===== src/verilog/lrs_pkg.sv =====
`default_nettype none
package lrs_pkg;
   // Sequencer phases, one-hot
   typedef enum logic [10:0] {
      LRS_IDLE   = 11'h001,  // Supply below start threshold or disabled
      LRS_RAMP1  = 11'h002,  // Initial fault check ramp
      LRS_RAMP2  = 11'h004,  // Reference and temperature check
      LRS_RAMP3  = 11'h008,  // Boost and logic soft-start
      LRS_RAMP4  = 11'h010,  // Waiting for fourth peak
      LRS_RAMP5  = 11'h020,  // Waiting for fifth peak
      LRS_RAMP6  = 11'h040,  // Positive gate rail ramp
      LRS_HOLD   = 11'h080,  // Sequence complete, cap held
      LRS_FRAMP  = 11'h100,  // Fault time-out ramp
      LRS_LATCH  = 11'h200,  // Latched off
      LRS_SPARE  = 11'h400   // Unused code
   } lrs_state_type;

   // Number of peaks in a complete power-up
   localparam logic [2:0] LRS_PEAKS_DONE = 3'h6;
   // Peak counter reset value
   localparam logic [2:0] LRS_PEAKS_RST  = 3'h0;
   // Fault time-out in microseconds, soft-start in microseconds (220 nF cap)
   localparam int LRS_FAULT_TO_US  = 50000;
   localparam int LRS_SOFTSTART_US = 2000;
   localparam int LRS_CLK_MHZ      = 50;
   // Cycle counts, least times rounded up
   localparam int LRS_FAULT_TO_CYC  = LRS_FAULT_TO_US * LRS_CLK_MHZ;
   localparam int LRS_SOFTSTART_CYC = LRS_SOFTSTART_US * LRS_CLK_MHZ;
endpackage : lrs_pkg
`default_nettype wire


===== src/verilog/lrs_sequencer.sv =====
`timescale 1ns/10ps
`default_nettype none
// Behaviour
// - Any fault latches outputs off until enable/supply cycles
// - Six ramp peaks make a complete power-up
// - Above start threshold, charge cap slow on first ramp, then fast
// - First ramp checks faults; peak enables reference
// - Second ramp checks reference, temperature; peak closes switch
// - Fault opens the input protection switch
// - Standard variant: boost, logic soft-start at ramp three
// - Alternate: reference, logic on early; reference survives fault
// - Negative gate rail enabled at third peak
// - Fifth peak pulls delayed-boost output low
// - Sixth ramp enables positive rail, then checks all
// - After sequence, hold cap at fixed level
// - Fault charges cap to fault threshold, then disables
// - Fault time-out about 50 ms, scales with cap
// - Over-temperature shuts the device down
// - Protect gate not pulled low after sequence: fault
module lrs_sequencer
   import lrs_pkg::*;
#(
   parameter bit ALT_VARIANT   = 1'b0,             // 1 selects early logic rail variant
   parameter int FAULT_TO_CYC  = LRS_FAULT_TO_CYC  // Fault time-out length in clocks
)(
   // Clock, reset, enable
   input  wire logic clk,
   input  wire logic rst_n,
   input  wire logic clk_en,
   // Analog comparator inputs (asynchronous)
   input  wire logic enable_in,        // Chip enable pin
   input  wire logic supply_ok,        // Input above start threshold
   input  wire logic cap_peak,         // Delay cap reached upper threshold
   input  wire logic cap_fault_thr,    // Delay cap reached fault threshold
   input  wire logic ref_ok,           // Reference in regulation
   input  wire logic over_temp,        // Die above thermal trip
   input  wire logic rail_fault,       // Any monitored rail undervoltage
   input  wire logic protect_gate_low, // Protect gate below its threshold
   // Delay cap control
   output logic      cap_charge,       // Current source on
   output logic      cap_slow,         // Slow ramp current selected
   output logic      cap_discharge,    // Discharge switch on
   output logic      cap_hold,         // Clamp at hold level
   // Rail and switch controls
   output logic      ref_en,
   output logic      protect_gate_out, // High keeps protection switch off
   output logic      boost_rail_en,
   output logic      logic_rail_en,
   output logic      gate_low_rail_en,
   output logic      gate_high_rail_en,
   output logic      delayed_boost_switch_n_out,
   output logic      delayed_boost_switch_n_oe,
   // Status
   output logic      fault_latched,
   output logic      seq_done
);

   logic          rst_s1_r, rst_s2_r;     // Reset release synchroniser
   logic [7:0]    sy1_r, sy2_r;           // Input synchronisers
   logic          peak_d_r;               // Previous peak level
   logic          peak_rise;              // Peak edge event
   logic          en_q, sup_q, pk_q, fthr_q, ref_q, ot_q, rf_q, pg_q;
   logic          fault_now;              // Fault in current check window
   lrs_state_type state_r, state_nxt;
   logic [2:0]    peaks_r;                // Peaks seen so far
   logic [31:0]   fto_r;                  // Fault time-out counter
   logic          fto_done;
   logic          lat_fault_r;            // Entered via a fault

   // Reset release through two flops
   always_ff @(posedge clk or negedge rst_n)
   begin
      if (!rst_n)
      begin
         rst_s1_r <= 1'b0;
         rst_s2_r <= 1'b0;
      end
      else
      begin
         rst_s1_r <= 1'b1;
         rst_s2_r <= rst_s1_r;
      end
   end

   // Two-flop synchronisers on every analog input
   always_ff @(posedge clk or negedge rst_s2_r)
   begin
      if (!rst_s2_r)
      begin
         sy1_r <= 8'h00;
         sy2_r <= 8'h00;
      end
      else if (clk_en)
      begin
         sy1_r <= {enable_in, supply_ok, cap_peak, cap_fault_thr,
                   ref_ok, over_temp, rail_fault, protect_gate_low};
         sy2_r <= sy1_r;
      end
   end

   assign {en_q, sup_q, pk_q, fthr_q, ref_q, ot_q, rf_q, pg_q} = sy2_r;

   // Peak edge detect on the synchronised copy
   always_ff @(posedge clk or negedge rst_s2_r)
   begin
      if (!rst_s2_r)
         peak_d_r <= 1'b0;
      else if (clk_en)
         peak_d_r <= pk_q;
   end

   assign peak_rise = pk_q & ~peak_d_r;

   // Per-phase fault checks; temperature is watched in every active phase
   always_comb
   begin
      fault_now = ot_q;
      case (state_r)
         LRS_RAMP1: fault_now = ot_q | rf_q;
         LRS_RAMP2: fault_now = ot_q | ~ref_q;
         LRS_RAMP6: fault_now = ot_q | (peak_rise & (rf_q | ~pg_q));
         LRS_HOLD:  fault_now = ot_q | rf_q | ~pg_q;
         default:   fault_now = ot_q;
      endcase
   end

   // Fault time-out counter; the cap comparator also ends it
   always_ff @(posedge clk or negedge rst_s2_r)
   begin
      if (!rst_s2_r)
         fto_r <= 32'h0;
      else if (clk_en)
      begin
         if (state_r == LRS_FRAMP)
            fto_r <= fto_r + 32'h1;
         else
            fto_r <= 32'h0;
      end
   end

   assign fto_done = fthr_q | (fto_r >= 32'(FAULT_TO_CYC - 1));

   // Next phase
   always_comb
   begin
      state_nxt = state_r;
      case (state_r)
         LRS_IDLE:
            if (en_q && sup_q)
               state_nxt = LRS_RAMP1;
         LRS_RAMP1, LRS_RAMP2, LRS_RAMP3, LRS_RAMP4, LRS_RAMP5, LRS_RAMP6:
            if (fault_now)
               state_nxt = LRS_FRAMP;
            else if (peak_rise)
            begin
               case (state_r)  // One phase per peak
                  LRS_RAMP1: state_nxt = LRS_RAMP2;
                  LRS_RAMP2: state_nxt = LRS_RAMP3;
                  LRS_RAMP3: state_nxt = LRS_RAMP4;
                  LRS_RAMP4: state_nxt = LRS_RAMP5;
                  LRS_RAMP5: state_nxt = LRS_RAMP6;
                  // Sixth peak completes only if the count agrees; a lost peak is a fault
                  default:   state_nxt = (peaks_r == LRS_PEAKS_DONE - 3'h1) ? LRS_HOLD : LRS_FRAMP;
               endcase
            end
         LRS_HOLD:
            if (fault_now)
               state_nxt = LRS_FRAMP;
         LRS_FRAMP:
            if (fto_done)
               state_nxt = LRS_LATCH;
         LRS_LATCH:
            state_nxt = LRS_LATCH;
         default:
            state_nxt = LRS_IDLE;
      endcase
      // Enable or supply loss always returns to idle, clearing the latch
      if (!en_q || !sup_q)
         state_nxt = LRS_IDLE;
   end

   // State register
   always_ff @(posedge clk or negedge rst_s2_r)
   begin
      if (!rst_s2_r)
         state_r <= LRS_IDLE;
      else if (clk_en)
         state_r <= state_nxt;
   end

   // Peak count, checked at the sixth peak; also marks fault history
   always_ff @(posedge clk or negedge rst_s2_r)
   begin
      if (!rst_s2_r)
      begin
         peaks_r     <= LRS_PEAKS_RST;
         lat_fault_r <= 1'b0;
      end
      else if (clk_en)
      begin
         if (state_nxt == LRS_IDLE)
            peaks_r <= LRS_PEAKS_RST;
         else if (peak_rise && peaks_r != LRS_PEAKS_DONE)
            peaks_r <= peaks_r + 3'h1;
         lat_fault_r <= (state_nxt == LRS_FRAMP) || (state_nxt == LRS_LATCH);
      end
   end

   // Registered outputs from the next state, so they track the phase exactly
   always_ff @(posedge clk or negedge rst_s2_r)
   begin
      if (!rst_s2_r)
      begin
         cap_charge                 <= 1'b0;
         cap_slow                   <= 1'b0;
         cap_discharge              <= 1'b1;
         cap_hold                   <= 1'b0;
         ref_en                     <= 1'b0;
         protect_gate_out           <= 1'b1;
         boost_rail_en              <= 1'b0;
         logic_rail_en              <= 1'b0;
         gate_low_rail_en           <= 1'b0;
         gate_high_rail_en          <= 1'b0;
         delayed_boost_switch_n_out <= 1'b0;
         delayed_boost_switch_n_oe  <= 1'b0;
         fault_latched              <= 1'b0;
         seq_done                   <= 1'b0;
      end
      else if (clk_en)
      begin
         // Cap: ramp in phases, held after, charged again on fault
         cap_charge    <= state_nxt[6:1] != 6'h0 || state_nxt == LRS_FRAMP;
         cap_slow      <= state_nxt == LRS_RAMP1;
         cap_discharge <= peak_rise || state_nxt == LRS_IDLE || state_nxt == LRS_LATCH;
         cap_hold      <= state_nxt == LRS_HOLD;
         // Reference from second ramp on; alternate variant keeps it up
         ref_en <= (ALT_VARIANT && sup_q) ||
                   (state_nxt[7:2] != 6'h0);
         // Protection switch closed from third ramp; fault opens it
         protect_gate_out  <= !(state_nxt[7:3] != 5'h0);
         boost_rail_en     <= state_nxt[7:3] != 5'h0;
         logic_rail_en     <= ALT_VARIANT ? (sup_q && !lat_fault_r && state_nxt != LRS_FRAMP
                                             && state_nxt != LRS_LATCH)
                                          : (state_nxt[7:3] != 5'h0);
         // Negative rail from the start of the fourth ramp
         gate_low_rail_en  <= state_nxt[7:4] != 4'h0;
         gate_high_rail_en <= state_nxt[7:6] != 2'h0;
         // Open drain: drive low from fifth peak on
         delayed_boost_switch_n_out <= 1'b0;
         delayed_boost_switch_n_oe  <= state_nxt[7:6] != 2'h0;
         fault_latched <= state_nxt == LRS_FRAMP || state_nxt == LRS_LATCH;
         seq_done      <= state_nxt == LRS_HOLD;
      end
   end

endmodule : lrs_sequencer
`default_nettype wire


===== config.mk =====
export PLATFORM = sky130hd
export DESIGN_NAME = lrs_sequencer
export DESIGN_NICKNAME = d
export VERILOG_FILES = /design/src/verilog/lrs_pkg.sv /design/src/verilog/lrs_sequencer.sv
export SDC_FILE = /design/constraint.sdc
export NUM_CORES = 1
export LEC_CHECK = 0
export BUFFER_PORTS_ARGS = -buffer_cell sky130_fd_sc_hd__buf_2
export CAP_MARGIN = 20
export CORE_ASPECT_RATIO = 1.1
export CORE_MARGIN = 2
export CORE_UTILIZATION = 45
export DETAILED_ROUTE_END_ITERATION = 6
export PLACE_DENSITY = 0.61
export SYNTH_ARGS = -nofsm -noshare
export SYNTH_HDL_FRONTEND = slang
export SYNTH_SLANG_ARGS = --single-unit

===== constraint.sdc =====
create_clock -name clk -period 2.6 [get_ports clk]
set_input_delay 0 -clock clk [delete_from_list [all_inputs] [get_ports clk]]
set_output_delay 0 -clock clk [all_outputs]
set_load 0.1 [all_outputs]

==> reports/summary.txt, run 1 <==
Detail Placement HPWL: 6180 µm
Avg Synthesized Cell Area: 9.82 µm²
Peak VDD IR: 0.309 mV
total power: 2.78 mW
largest net degree at the start of global routing: 50
vias in the first global route: 3114
CP Cell Sequence: or4_4, or3_4, o32a_4, a311oi_4, buf_4, and3_1, a21o_1
Die ar.: 9630 µm²
Buffers on Ports: 23
EDFF count, synth: 0
Total Routing Usage GR: 19.6%
final hold viol count: 0
delay-heaviest family, CP: simple AND/OR/NAND/NOR gates
CTS sink count: 75
Die H: 103 µm
Setup CP Type: flip-flop to flip-flop
combinational power share: 17.3%
CTS tree: built
Int Power: 1.99 mW
Setup TNS: 0 ns
most frequent cell after synthesis: dfrtp_1
Mapped Cells: 406
P per Cell Area: 589 nW/µm²
min-delay worst type: input port to flip-flop
# fillers: 809
max-cap viol count: 0
grt peak-use layer: met2
number of CTS-inserted buffers: 9
Cell Rows: 36
Synth top cells by count: 72 x dfrtp_1, 40 x nor2_1, 35 x nand2_1
final setup violation count: 0
GRT overflow: 0
share of cells above drive strength 1: 23.3%
Routed WL: 8720 µm
ANT nets after route: 0
Slowest Stage Delay on Critical Path: 0.56 ns
sum of buffers and inverters on the critical path: 1
initial antenna violation count: 0
Slew HR: 60.5%
drt initial violations: 159
# IOs: 25
Clock power frac: 37.0%
CP Launch Type: flip-flop
nets: 474
RSZ-0062 raised after global routing: false
crit end category: flip-flop
DR vias: 3193
post-synth cell types: 65
Remaining DRCs: 0
CP Data Arrival Time: 2.77 ns
Net Sw Frac: 28.6%
Pleak: 1.97 nW
FMAX: 0.403 GHz
first-pass GRT wire length: 14800 µm
Clock Pin Slew Worst Setup and Hold Paths: 0.08 ns
GR Layer Usage met1: 23.8%
RePlAce Congestion: 0.904
status: finished clean
vias per inst: 5.52
htree depth: 3
slew of the pin with the lowest slew margin: 0.593 ns
Layout Skew: 0.00844 ns
Yosys top cell area share: 45.2%
Synth Cell Area: 3990 µm²
Area Growth Syn to Fin: 18.4%
sequential share of power: 45.7%
main area contributors after synthesis: dfrtp_1 45%, mux2_2 4.8%, nor2_1 3.8%, nand2_1 3.3%, o21ai_0 3.1%
root buf cell: clkbuf_8
Yosys reg bits: 75
Die W: 93.7 µm
worst slack, placed: 0.104 ns
GRT met2 Usage: 34.7%
Tcrit/Tclk final: 95.4%
synthesis warning total: 0
core area: 8740 µm²
Final Max Tran Viols: 0
clock period minus worst slack: 2.48 ns
maximum clock path buffer count: 2
Critical Path RT: 2.89 ns
final setup slack of the worst path: 0.120 ns
cell taking the most area after synthesis: dfrtp_1
Main synth FF type: dfrtp_1
antenna fix cells: 0
Initial Util: 45.6%
Seq/Total Area, Yosys: 47.2%
slowest CP cell: or4_4
fraction of registers with async set/reset: 100%
Worst-Skew Late Latency: 0.35 ns
CP max FO: 8
drt wl/cell: 15.1 µm
Psw: 0.795 mW
post-synthesis net count: 421
M3 GR Usage: 3.29%
drt pass-1 iters: 4
[flip-flops by register name, summed over array words and instances, names as in the netlist, 3 cells and up]
register and count:
peaks_r 3, fto_r 32, sy2_r 8, sy1_r 8, state_r 11
[final cells by class]
class / instances / area [µm²] / share of cell area (%)
Sequential cell: 75 / 1880 / 39.9
Timing Repair Buffer: 65 / 468 / 9.91
Inverter: 14 / 52.6 / 1.11
Tap cell: 114 / 143 / 3.02
Multi-Input combinational cell: 294 / 1950 / 41.3
Clock buffer: 12 / 155 / 3.29
Clock inverter: 4 / 72.6 / 1.54
[stage by stage]
| stage | util, % | cell area (µm²) | instances | hold WS, ns |
|---|---|---|---|---|
| finish | 54.0 | 4720 | 578 | 0.240 |
| global route | 54.0 | 4720 | 578 | 0.305 |
| CTS | 53.7 | 4690 | 575 | 0.224 |
| detailed placement | 50.0 | 4370 | 549 | -0.214 |
| global placement | 50.0 | 4370 | 549 | -0.215 |
| floorplan | - | 3990 | 406 | -0.296 |
[layer usage]
metal	wire (µm)	part of all wire, %	vias up
li1	-	-	1552
met1	3950	45	1590
met2	4430	51	37
met3	196	2.2	14
met4	148	1.7	0
met5	0	0	-
[worst register-to-register path, cell delays in order (launching register included)]
cell and delay [ns]:
dfrtp_1 0.39, or4_4 0.56, or3_4 0.38, o32a_4 0.27, a311oi_4 0.39, buf_4 0.19
and3_1 0.16, a21o_1 0.09
[final timing paths]
kind | startpoint | to | slack [ns] | cells past startpoint
max | state_r[7]$_DFFE_PN0P_ | peaks_r[0]$_DFFE_PN0P_ | 0.12 | 7
min | clk_en | fto_r[6]$_DFFE_PN0P_ | 0.24 | 5
max reg2reg | state_r[7]$_DFFE_PN0P_ | peaks_r[0]$_DFFE_PN0P_ | 0.12 | 7
min reg2reg | rst_s2_r$_DFF_PN0_ | sy1_r[6]$_DFFE_PN0P_ | 0.27 | 1
max in group asynchronous | rst_s2_r$_DFF_PN0_ | peaks_r[0]$_DFFE_PN0P_ | 1.82 | 1
min in group asynchronous | rst_s2_r$_DFF_PN0_ | sy1_r[6]$_DFFE_PN0P_ | 0.27 | 1
[placed cells by master (no fill, tap or decap), types with 3 or more instances in the layout]
master and count:
dfrtp_1 71, nor2_1 40, nand2_1 35, buf_4 31, o21ai_0 25, buf_2 23
nand3_1 19, mux2_2 17, inv_1 14, xnor2_1 13, a21oi_1 11, xor2_1 11
clkbuf_8 11, nor4_1 10, dlygate4sd3_1 10, or3_1 9, nand4_1 8, nor3_1 8
o2bb2ai_1 7, o31ai_1 6, and3_1 5, and2_1 4, nor2b_1 4, a31oi_1 4
ha_1 4, nand2b_1 3, o22a_1 3, dfstp_2 3
[timing repair]
action	CTS	global route
hold buffers	10	0
endpoints found under the setup margin	0	3
hold endpoints to repair	10	0
resized for setup	0	1
setup buffers	0	3
[logic make-up (layout without fill, tap and decap cells)]
kind of cell / count (synthesis) / count (layout) / share of synthesized area, %
buffers and inverters: 37 / 95 / 4.08
AOI/OAI and AO/OA: 81 / 81 / 15.0
adders and majority gates: 4 / 4 / 1.26
DFF: 75 / 75 / 47.2
xor gates and xnor gates: 24 / 24 / 5.27
and+or+nand+nor: 164 / 164 / 21.8
other: 2 / 2 / 0.188
muxes: 19 / 19 / 5.30
[power by group through the flow]
stage	combinational, mW	sequential (mW)	clock [mW]
after global placement	0.460	1.29	0
after floorplan	0.229	1.40	0
final	0.480	1.27	1.03
after CTS	0.478	1.27	1.05
after global routing	0.517	1.28	1.10
after detailed placement	0.465	1.29	0
Note: power is estimated with default switching activity, not from simulation.
==> inputs of run 2 (changes only) <==
Settings changed: CORE_UTILIZATION 45 to 50, PLACE_DENSITY 0.61 to 0.67.
==> run 2 against run 1 <==
Compared with the run above:
- maximum frequency decreased by 2.2%
- utilization increased by 5.8 points
- clock-buffer cell count decreased by 2
- clock power increased by 6%
- combinational power decreased by 7.1%
- highest routed layer unchanged
- sequential power about the same
- flip-flop and latch count unchanged
- cell count decreased by 1.7%
- clock skew increased by 0.0045 ns
==> reports/summary.txt, run 2 (synthesis gave the netlist of run 1 again) <==
status: finished clean
Remaining DRCs: 0 (unchanged)
vias per inst: 5.54 (+0.36%)
root buf cell: clkbuf_8
Critical Path RT: 2.89 ns (about the same)
worst slack, placed: 0.0961 ns (-0.00795 ns)
FMAX: 0.394 GHz (-2.2%)
Final Max Tran Viols: 0 (unchanged)
Die W: 89.1 µm (-4.9%)
Psw: 0.803 mW (+1.0%)
Placed Area: 4330 µm² (-0.75%)
most common cell after layout, fill and taps aside: dfrtp_1
max-cap viol count: 0 (unchanged)
Die H: 97.6 µm (-4.9%)
Detail Placement HPWL: 5850 µm (-5.4%)
Setup CP Type: flip-flop to flip-flop
hold endpoint: fto_r[6]$_DFFE_PN0P_
Clock power frac: 38.5% (+1.5 points)
P per Cell Area: 604 nW/µm² (+2.5%)
vias in the first global route: 3097 (-0.55%)
Reg with most FFs: fto_r
ANT nets after route: 0 (unchanged)
# IOs: 25 (unchanged)
clock period minus worst slack: 2.54 ns (+0.0563 ns)
Area Growth Syn to Fin: 17.5%
Setup TNS: 0 ns (unchanged)
drt pass-1 iters: 4 (unchanged)
Routed WL: 8560 µm (-1.8%)
Total Routing Usage GR: 20.7% (+1.0 points)
max reg flops: 32 (unchanged)
DR vias: 3149 (-1.4%)
maximum clock path buffer count: 2 (unchanged)
CTS tree: built
final setup violation count: 0 (unchanged)
antenna fix cells: 0 (unchanged)
Pleak: 1.95 nW (-1.2%)
share of cells above drive strength 1: 22.4% (-0.88 points)
RePlAce Congestion: 0.844 (-6.7%)
Cell Rows: 34 (-5.6%)
Peak VDD IR: 0.356 mV (+15%)
most frequent cells in the layout: 71 x dfrtp_1, 40 x nor2_1, 35 x nand2_1, 28 x buf_4, 25 x o21ai_0
final non-filler cell total: 568 (-1.7%)
sequential share of power: 45.7% (about the same)
CP max FO: 8 (unchanged)
Clock Pin Slew Worst Setup and Hold Paths: 0.08 ns (about the same)
WHS Path Cells: 5 (unchanged)
Worst R2R End: peaks_r[0]$_DFFE_PN0P_
Int Power: 2.02 mW (+1.9%)
Final Cell Area: 4680 µm² (-0.82%)
drt wl/cell: 15.1 µm (about the same)
final setup slack of the worst path: 0.0638 ns (-0.0563 ns)
largest net degree at the start of global routing: 74 (+48%)
Layout Skew: 0.0130 ns (+0.00454 ns)
Buffers on Ports: 23 (unchanged)
crit end category: flip-flop
htree depth: 3 (unchanged)
total power: 2.83 mW (+1.7%)
final hold viol count: 0 (unchanged)
Net Sw Frac: 28.4% (-0.18 points)
GRT overflow: 0 (unchanged)
R2R Setup Slk: 0.06 ns (-0.06 ns)
Initial Util: 50.9% (+5.3 points)
CP Launch Type: flip-flop
reg2reg start: state_r[7]$_DFFE_PN0P_
core area: 7830 µm² (-10%)
CP Data Arrival Time: 2.83 ns (+0.06 ns)
Die ar.: 8700 µm² (-9.6%)
Slew HR: 38.2% (-22 points)
Worst-Skew Late Latency: 0.36 ns (about the same)
nets: 470 (-0.84%)
initial antenna violation count: 0 (unchanged)
CTS sink count: 75 (unchanged)
HP Start: clk_en
combinational power share: 15.8% (-1.5 points)
PostCTS Resize Cnt: 0 (unchanged)
placed cell count: 541 (-1.5%)
slew of the pin with the lowest slew margin: 0.927 ns (+0.334 ns)
first-pass GRT wire length: 14300 µm (-3.5%)
drt initial violations: 130 (-18%)
biggest registers after layout: fto_r x32, state_r x11
number of CTS-inserted buffers: 9 (unchanged)
R2R cell count: 7 (unchanged)
Tcrit/Tclk final: 97.5% (+2.2 points)
min-delay worst type: input port to flip-flop
run 2: cell types whose count changed in the layout (fill, tap and decap cells not counted), sizes merged:
cell,delta
buf,-4
clkinvlp,+1
clkbuf,-2
bufinv,+1
run 2: timing repair:
item                                    4_1_cts  5_1_grt
endpoints found under the setup margin        0        5
setup buffers                                 0        1
endpoints found under the hold margin        10        0
hold buffers                                 10        0
run 2: worst max-delay path, stage by stage (launching register included):
cell and delay (ns):
dfrtp_1 0.38, or4_4 0.57, or3_4 0.38, o32a_4 0.30
a311oi_4 0.37, buf_4 0.19, and3_1 0.18, a21o_1 0.10
run 2: final cells by class:
type | count | area [µm²]
fill | 700 | 3150
multi-input combinational | 294 | 1940
sequential | 75 | 1880
timing repair buffer | 61 | 425
tap | 108 | 135
clock buffer | 10 | 128
clock inverter | 6 | 114
inverter | 14 | 52.6
run 2: stage by stage:
| step | hold WS, ns | util (%) |
|---|---|---|
| after floorplan | -0.296 | - |
| after global placement | -0.214 | 55.4 |
| after detailed placement | -0.214 | 55.4 |
| after CTS | 0.237 | 59.7 |
| after global routing | 0.280 | 59.8 |
| final | 0.237 | 59.8 |
run 2: routing by layer:
metal,GRT usage [%],vias up,share of wire (%)
li1,-,1542,-
met1,27.2,1525,44
met2,33.5,70,50
met3,4.25,12,3.7
met4,7.23,0,1.7
met5,0,-,0
run 2: power groups by stage:
stage	Sequential, mW	Combinational [mW]	Clock [mW]
6_report	1.29	0.446	1.09
5_1_grt	1.31	0.475	1.16
4_1_cts	1.29	0.443	1.10
3_5_place_dp	1.32	0.430	0
3_3_place_gp	1.31	0.427	0
2_1_floorplan	1.40	0.229	0
run 2: worst max path at each step:
stage / start / endpoint / depth (start not counted)
5_1_grt: state_r[7]$_DFFE_PN0P_ / peaks_r[0]$_DFFE_PN0P_ / 7
3_5_place_dp: state_r[7]$_DFFE_PN0P_ / peaks_r[0]$_DFFE_PN0P_ / 7
2_1_floorplan: state_r[6]$_DFFE_PN0P_ / cap_charge$_DFFE_PN0P_ / 7
6_report: state_r[7]$_DFFE_PN0P_ / peaks_r[0]$_DFFE_PN0P_ / 7
3_3_place_gp: state_r[7]$_DFFE_PN0P_ / peaks_r[0]$_DFFE_PN0P_ / 7
4_1_cts: state_r[7]$_DFFE_PN0P_ / peaks_r[0]$_DFFE_PN0P_ / 7
==> inputs of run 3 (changes only) <==
Settings changed: CELL_PAD_IN_SITES_DETAIL_PLACEMENT set to 1, CELL_PAD_IN_SITES_GLOBAL_PLACEMENT set to 2, CORE_UTILIZATION 50 to 39, HOLD_SLACK_MARGIN set to 0.02, MAX_ROUTING_LAYER set to met4, PLACE_DENSITY 0.67 to 0.78.
==> run 3 against run 2 <==
Compared with the run above:
- die area grew 27%
- clock skew shrank 0.0042 ns
- routed wire length grew 15%
- critical path type unchanged
- power shrank 4.3%
- maximum frequency shrank 0.26%
- sequential power is essentially flat
- non-clock buffer count shrank 3
- clock-buffer cell count is the same
- global-route usage shrank 0.29 points
- cell area shrank 0.51%
==> reports/summary.txt, run 3 (synthesis gave the netlist of run 1 again) <==
Placed Area: 4330 µm² (-0.17%)
# IOs: 25 (unchanged)
status: finished clean
Slew HR: 37.4% (-0.78 points)
Peak VDD IR: 0.316 mV (-11%)
drt wl/cell: 17.0 µm (+13%)
Worst Setup SP: state_r[7]$_DFFE_PN0P_
Die ar.: 11000 µm² (+27%)
nets: 467 (-0.64%)
Detail Placement HPWL: 6930 µm (+18%)
number of CTS-inserted buffers: 9 (unchanged)
reg2reg start: state_r[7]$_DFFE_PN0P_
CTS sink count: 75 (unchanged)
ANT nets after route: 0 (unchanged)
Layout Skew: 0.00882 ns (-0.00416 ns)
Tcrit/Tclk final: 97.8% (+0.25 points)
max-cap viol count: 0 (unchanged)
vias in the first global route: 3370 (+8.8%)
slowest CP cell: or4_4
Reg with most FFs: fto_r
Critical Path RT: 2.86 ns (-0.03 ns)
final setup violation count: 0 (unchanged)
Area Growth Syn to Fin: 16.9%
vias per inst: 5.53 (-0.18%)
most frequent cells in the layout: 71 x dfrtp_1, 40 x nor2_1, 35 x nand2_1, 25 x o21ai_0
Remaining DRCs: 0 (unchanged)
CP Launch Type: flip-flop
P per Cell Area: 581 nW/µm² (-3.8%)
Initial Util: 40.3% (-11 points)
drt initial violations: 117 (-10%)
# fillers: 1137 (+62%)
Slowest Stage Delay on Critical Path: 0.57 ns (about the same)
antenna fix cells: 0 (unchanged)
Buffers on Ports: 23 (unchanged)
total power: 2.71 mW (-4.3%)
DR vias: 3193 (+1.4%)
initial antenna violation count: 0 (unchanged)
Routed WL: 9800 µm (+15%)
largest net degree at the start of global routing: 74 (unchanged)
Hold Slack: 0.361 ns (+0.124 ns)
Die H: 110 µm (+13%)
Final Max Tran Viols: 0 (unchanged)
clock period minus worst slack: 2.54 ns (+0.00660 ns)
Final Cell Area: 4660 µm² (-0.51%)
maximum clock path buffer count: 2 (unchanged)
multi-input logic area: 1950 µm² (+0.39%)
Setup CP Type: flip-flop to flip-flop
Total Routing Usage GR: 20.4% (-0.29 points)
CP max FO: 8 (unchanged)
min-delay worst type: flip-flop to flip-flop
share of cells above drive strength 1: 22.1% (-0.29 points)
Die W: 100 µm (+13%)
core area: 9890 µm² (+26%)
crit end category: flip-flop
drt pass-1 iters: 4 (unchanged)
sum of buffers and inverters on the critical path: 0 (-1)
first-pass GRT wire length: 16800 µm (+18%)
CTS tree: built
sequential cell area: 1880 µm² (unchanged)
biggest registers after layout: fto_r x32, state_r x11
Clock Pin Slew Worst Setup and Hold Paths: 0.09 ns (about the same)
most common cell after layout, fill and taps aside: dfrtp_1
RePlAce Congestion: 0.858 (+1.7%)
HP Start: rst_s1_r$_DFF_PN0_
slew of the pin with the lowest slew margin: 0.939 ns (+0.0117 ns)
Pleak: 1.92 nW (-1.1%)
GRT overflow: 0 (unchanged)
max reg flops: 32 (unchanged)
Cell Rows: 38 (+12%)
htree depth: 3 (unchanged)
delay-heaviest family, CP: simple AND/OR/NAND/NOR gates
FMAX: 0.393 GHz (-0.26%)
CP Data Arrival Time: 2.80 ns (-0.03 ns)
root buf cell: clkbuf_8
Worst-Skew Late Latency: 0.37 ns (about the same)
final hold viol count: 0 (unchanged)
CP Cell Sequence: or4_4, or3_4, o31ai_4, o31a_2, nor2_1, o32a_1
RSZ-0062 raised after global routing: true
## run 3: worst paths after layout
kind,endpoint,slack [ns],cells after the start
max,cap_charge$_DFFE_PN0P_,0.06,6
min,rst_s2_r$_DFF_PN0_,0.36,0
max reg2reg,cap_charge$_DFFE_PN0P_,0.06,6
min reg2reg,rst_s2_r$_DFF_PN0_,0.36,0
max in group asynchronous,fto_r[5]$_DFFE_PN0P_,1.51,0
min in group asynchronous,fto_r[27]$_DFFE_PN0P_,0.47,0
## run 3: cell type report
type | instances | area share (%)
Clock buffer | 10 | 2.95
Clock inverter | 6 | 1.58
Inverter | 14 | 1.13
Multi-Input combinational cell | 294 | 41.9
Sequential cell | 75 | 40.5
Tap cell | 120 | 3.22
Timing Repair Buffer | 58 | 8.78
## run 3: report_power, final
| part | internal, mW | total (mW) | switching [mW] |
|---|---|---|---|
| Sequential | 1.23 | 1.28 | 0.0562 |
| Clock | 0.479 | 0.958 | 0.479 |
| Combinational | 0.158 | 0.465 | 0.306 |
## run 3: stage by stage
step	setup TNS, ns	util, %	setup slack (ns)	cells
2_1_floorplan	0	-	0.0950	406
3_3_place_gp	0	43.7	0.0620	550
3_5_place_dp	0	43.7	0.0356	550
4_1_cts	0	47.0	0.0125	577
5_1_grt	-0.0116	47.1	-0.00755	577
6_report	0	47.1	0.0572	577
## run 3: what timing repair did
item                       in CTS  in global routing
hold endpoints to repair       11                  0
resized for setup               0                  2
setup endpoints to repair       0                 10
hold buffers                   11                  0
buffers inserted                0                  0
## run 3: layer usage
metal  up-vias  track usage [%]  wire length [µm]  share of wire (%)
met5         -                -                 0                  0
met4         0             10.2               301                3.1
met3        22             3.72               190                1.9
met2        35             34.4              4950                 51
met1      1598             23.5              4360                 44
li1       1538                -                 -                  -
## run 3: worst register-to-register path, cell delays in order (launching register included)
cell,delay [ns]
dfrtp_1,0.38
or4_4,0.57
or3_4,0.42
o31ai_4,0.45
o31a_2,0.25
nor2_1,0.05
o32a_1,0.32
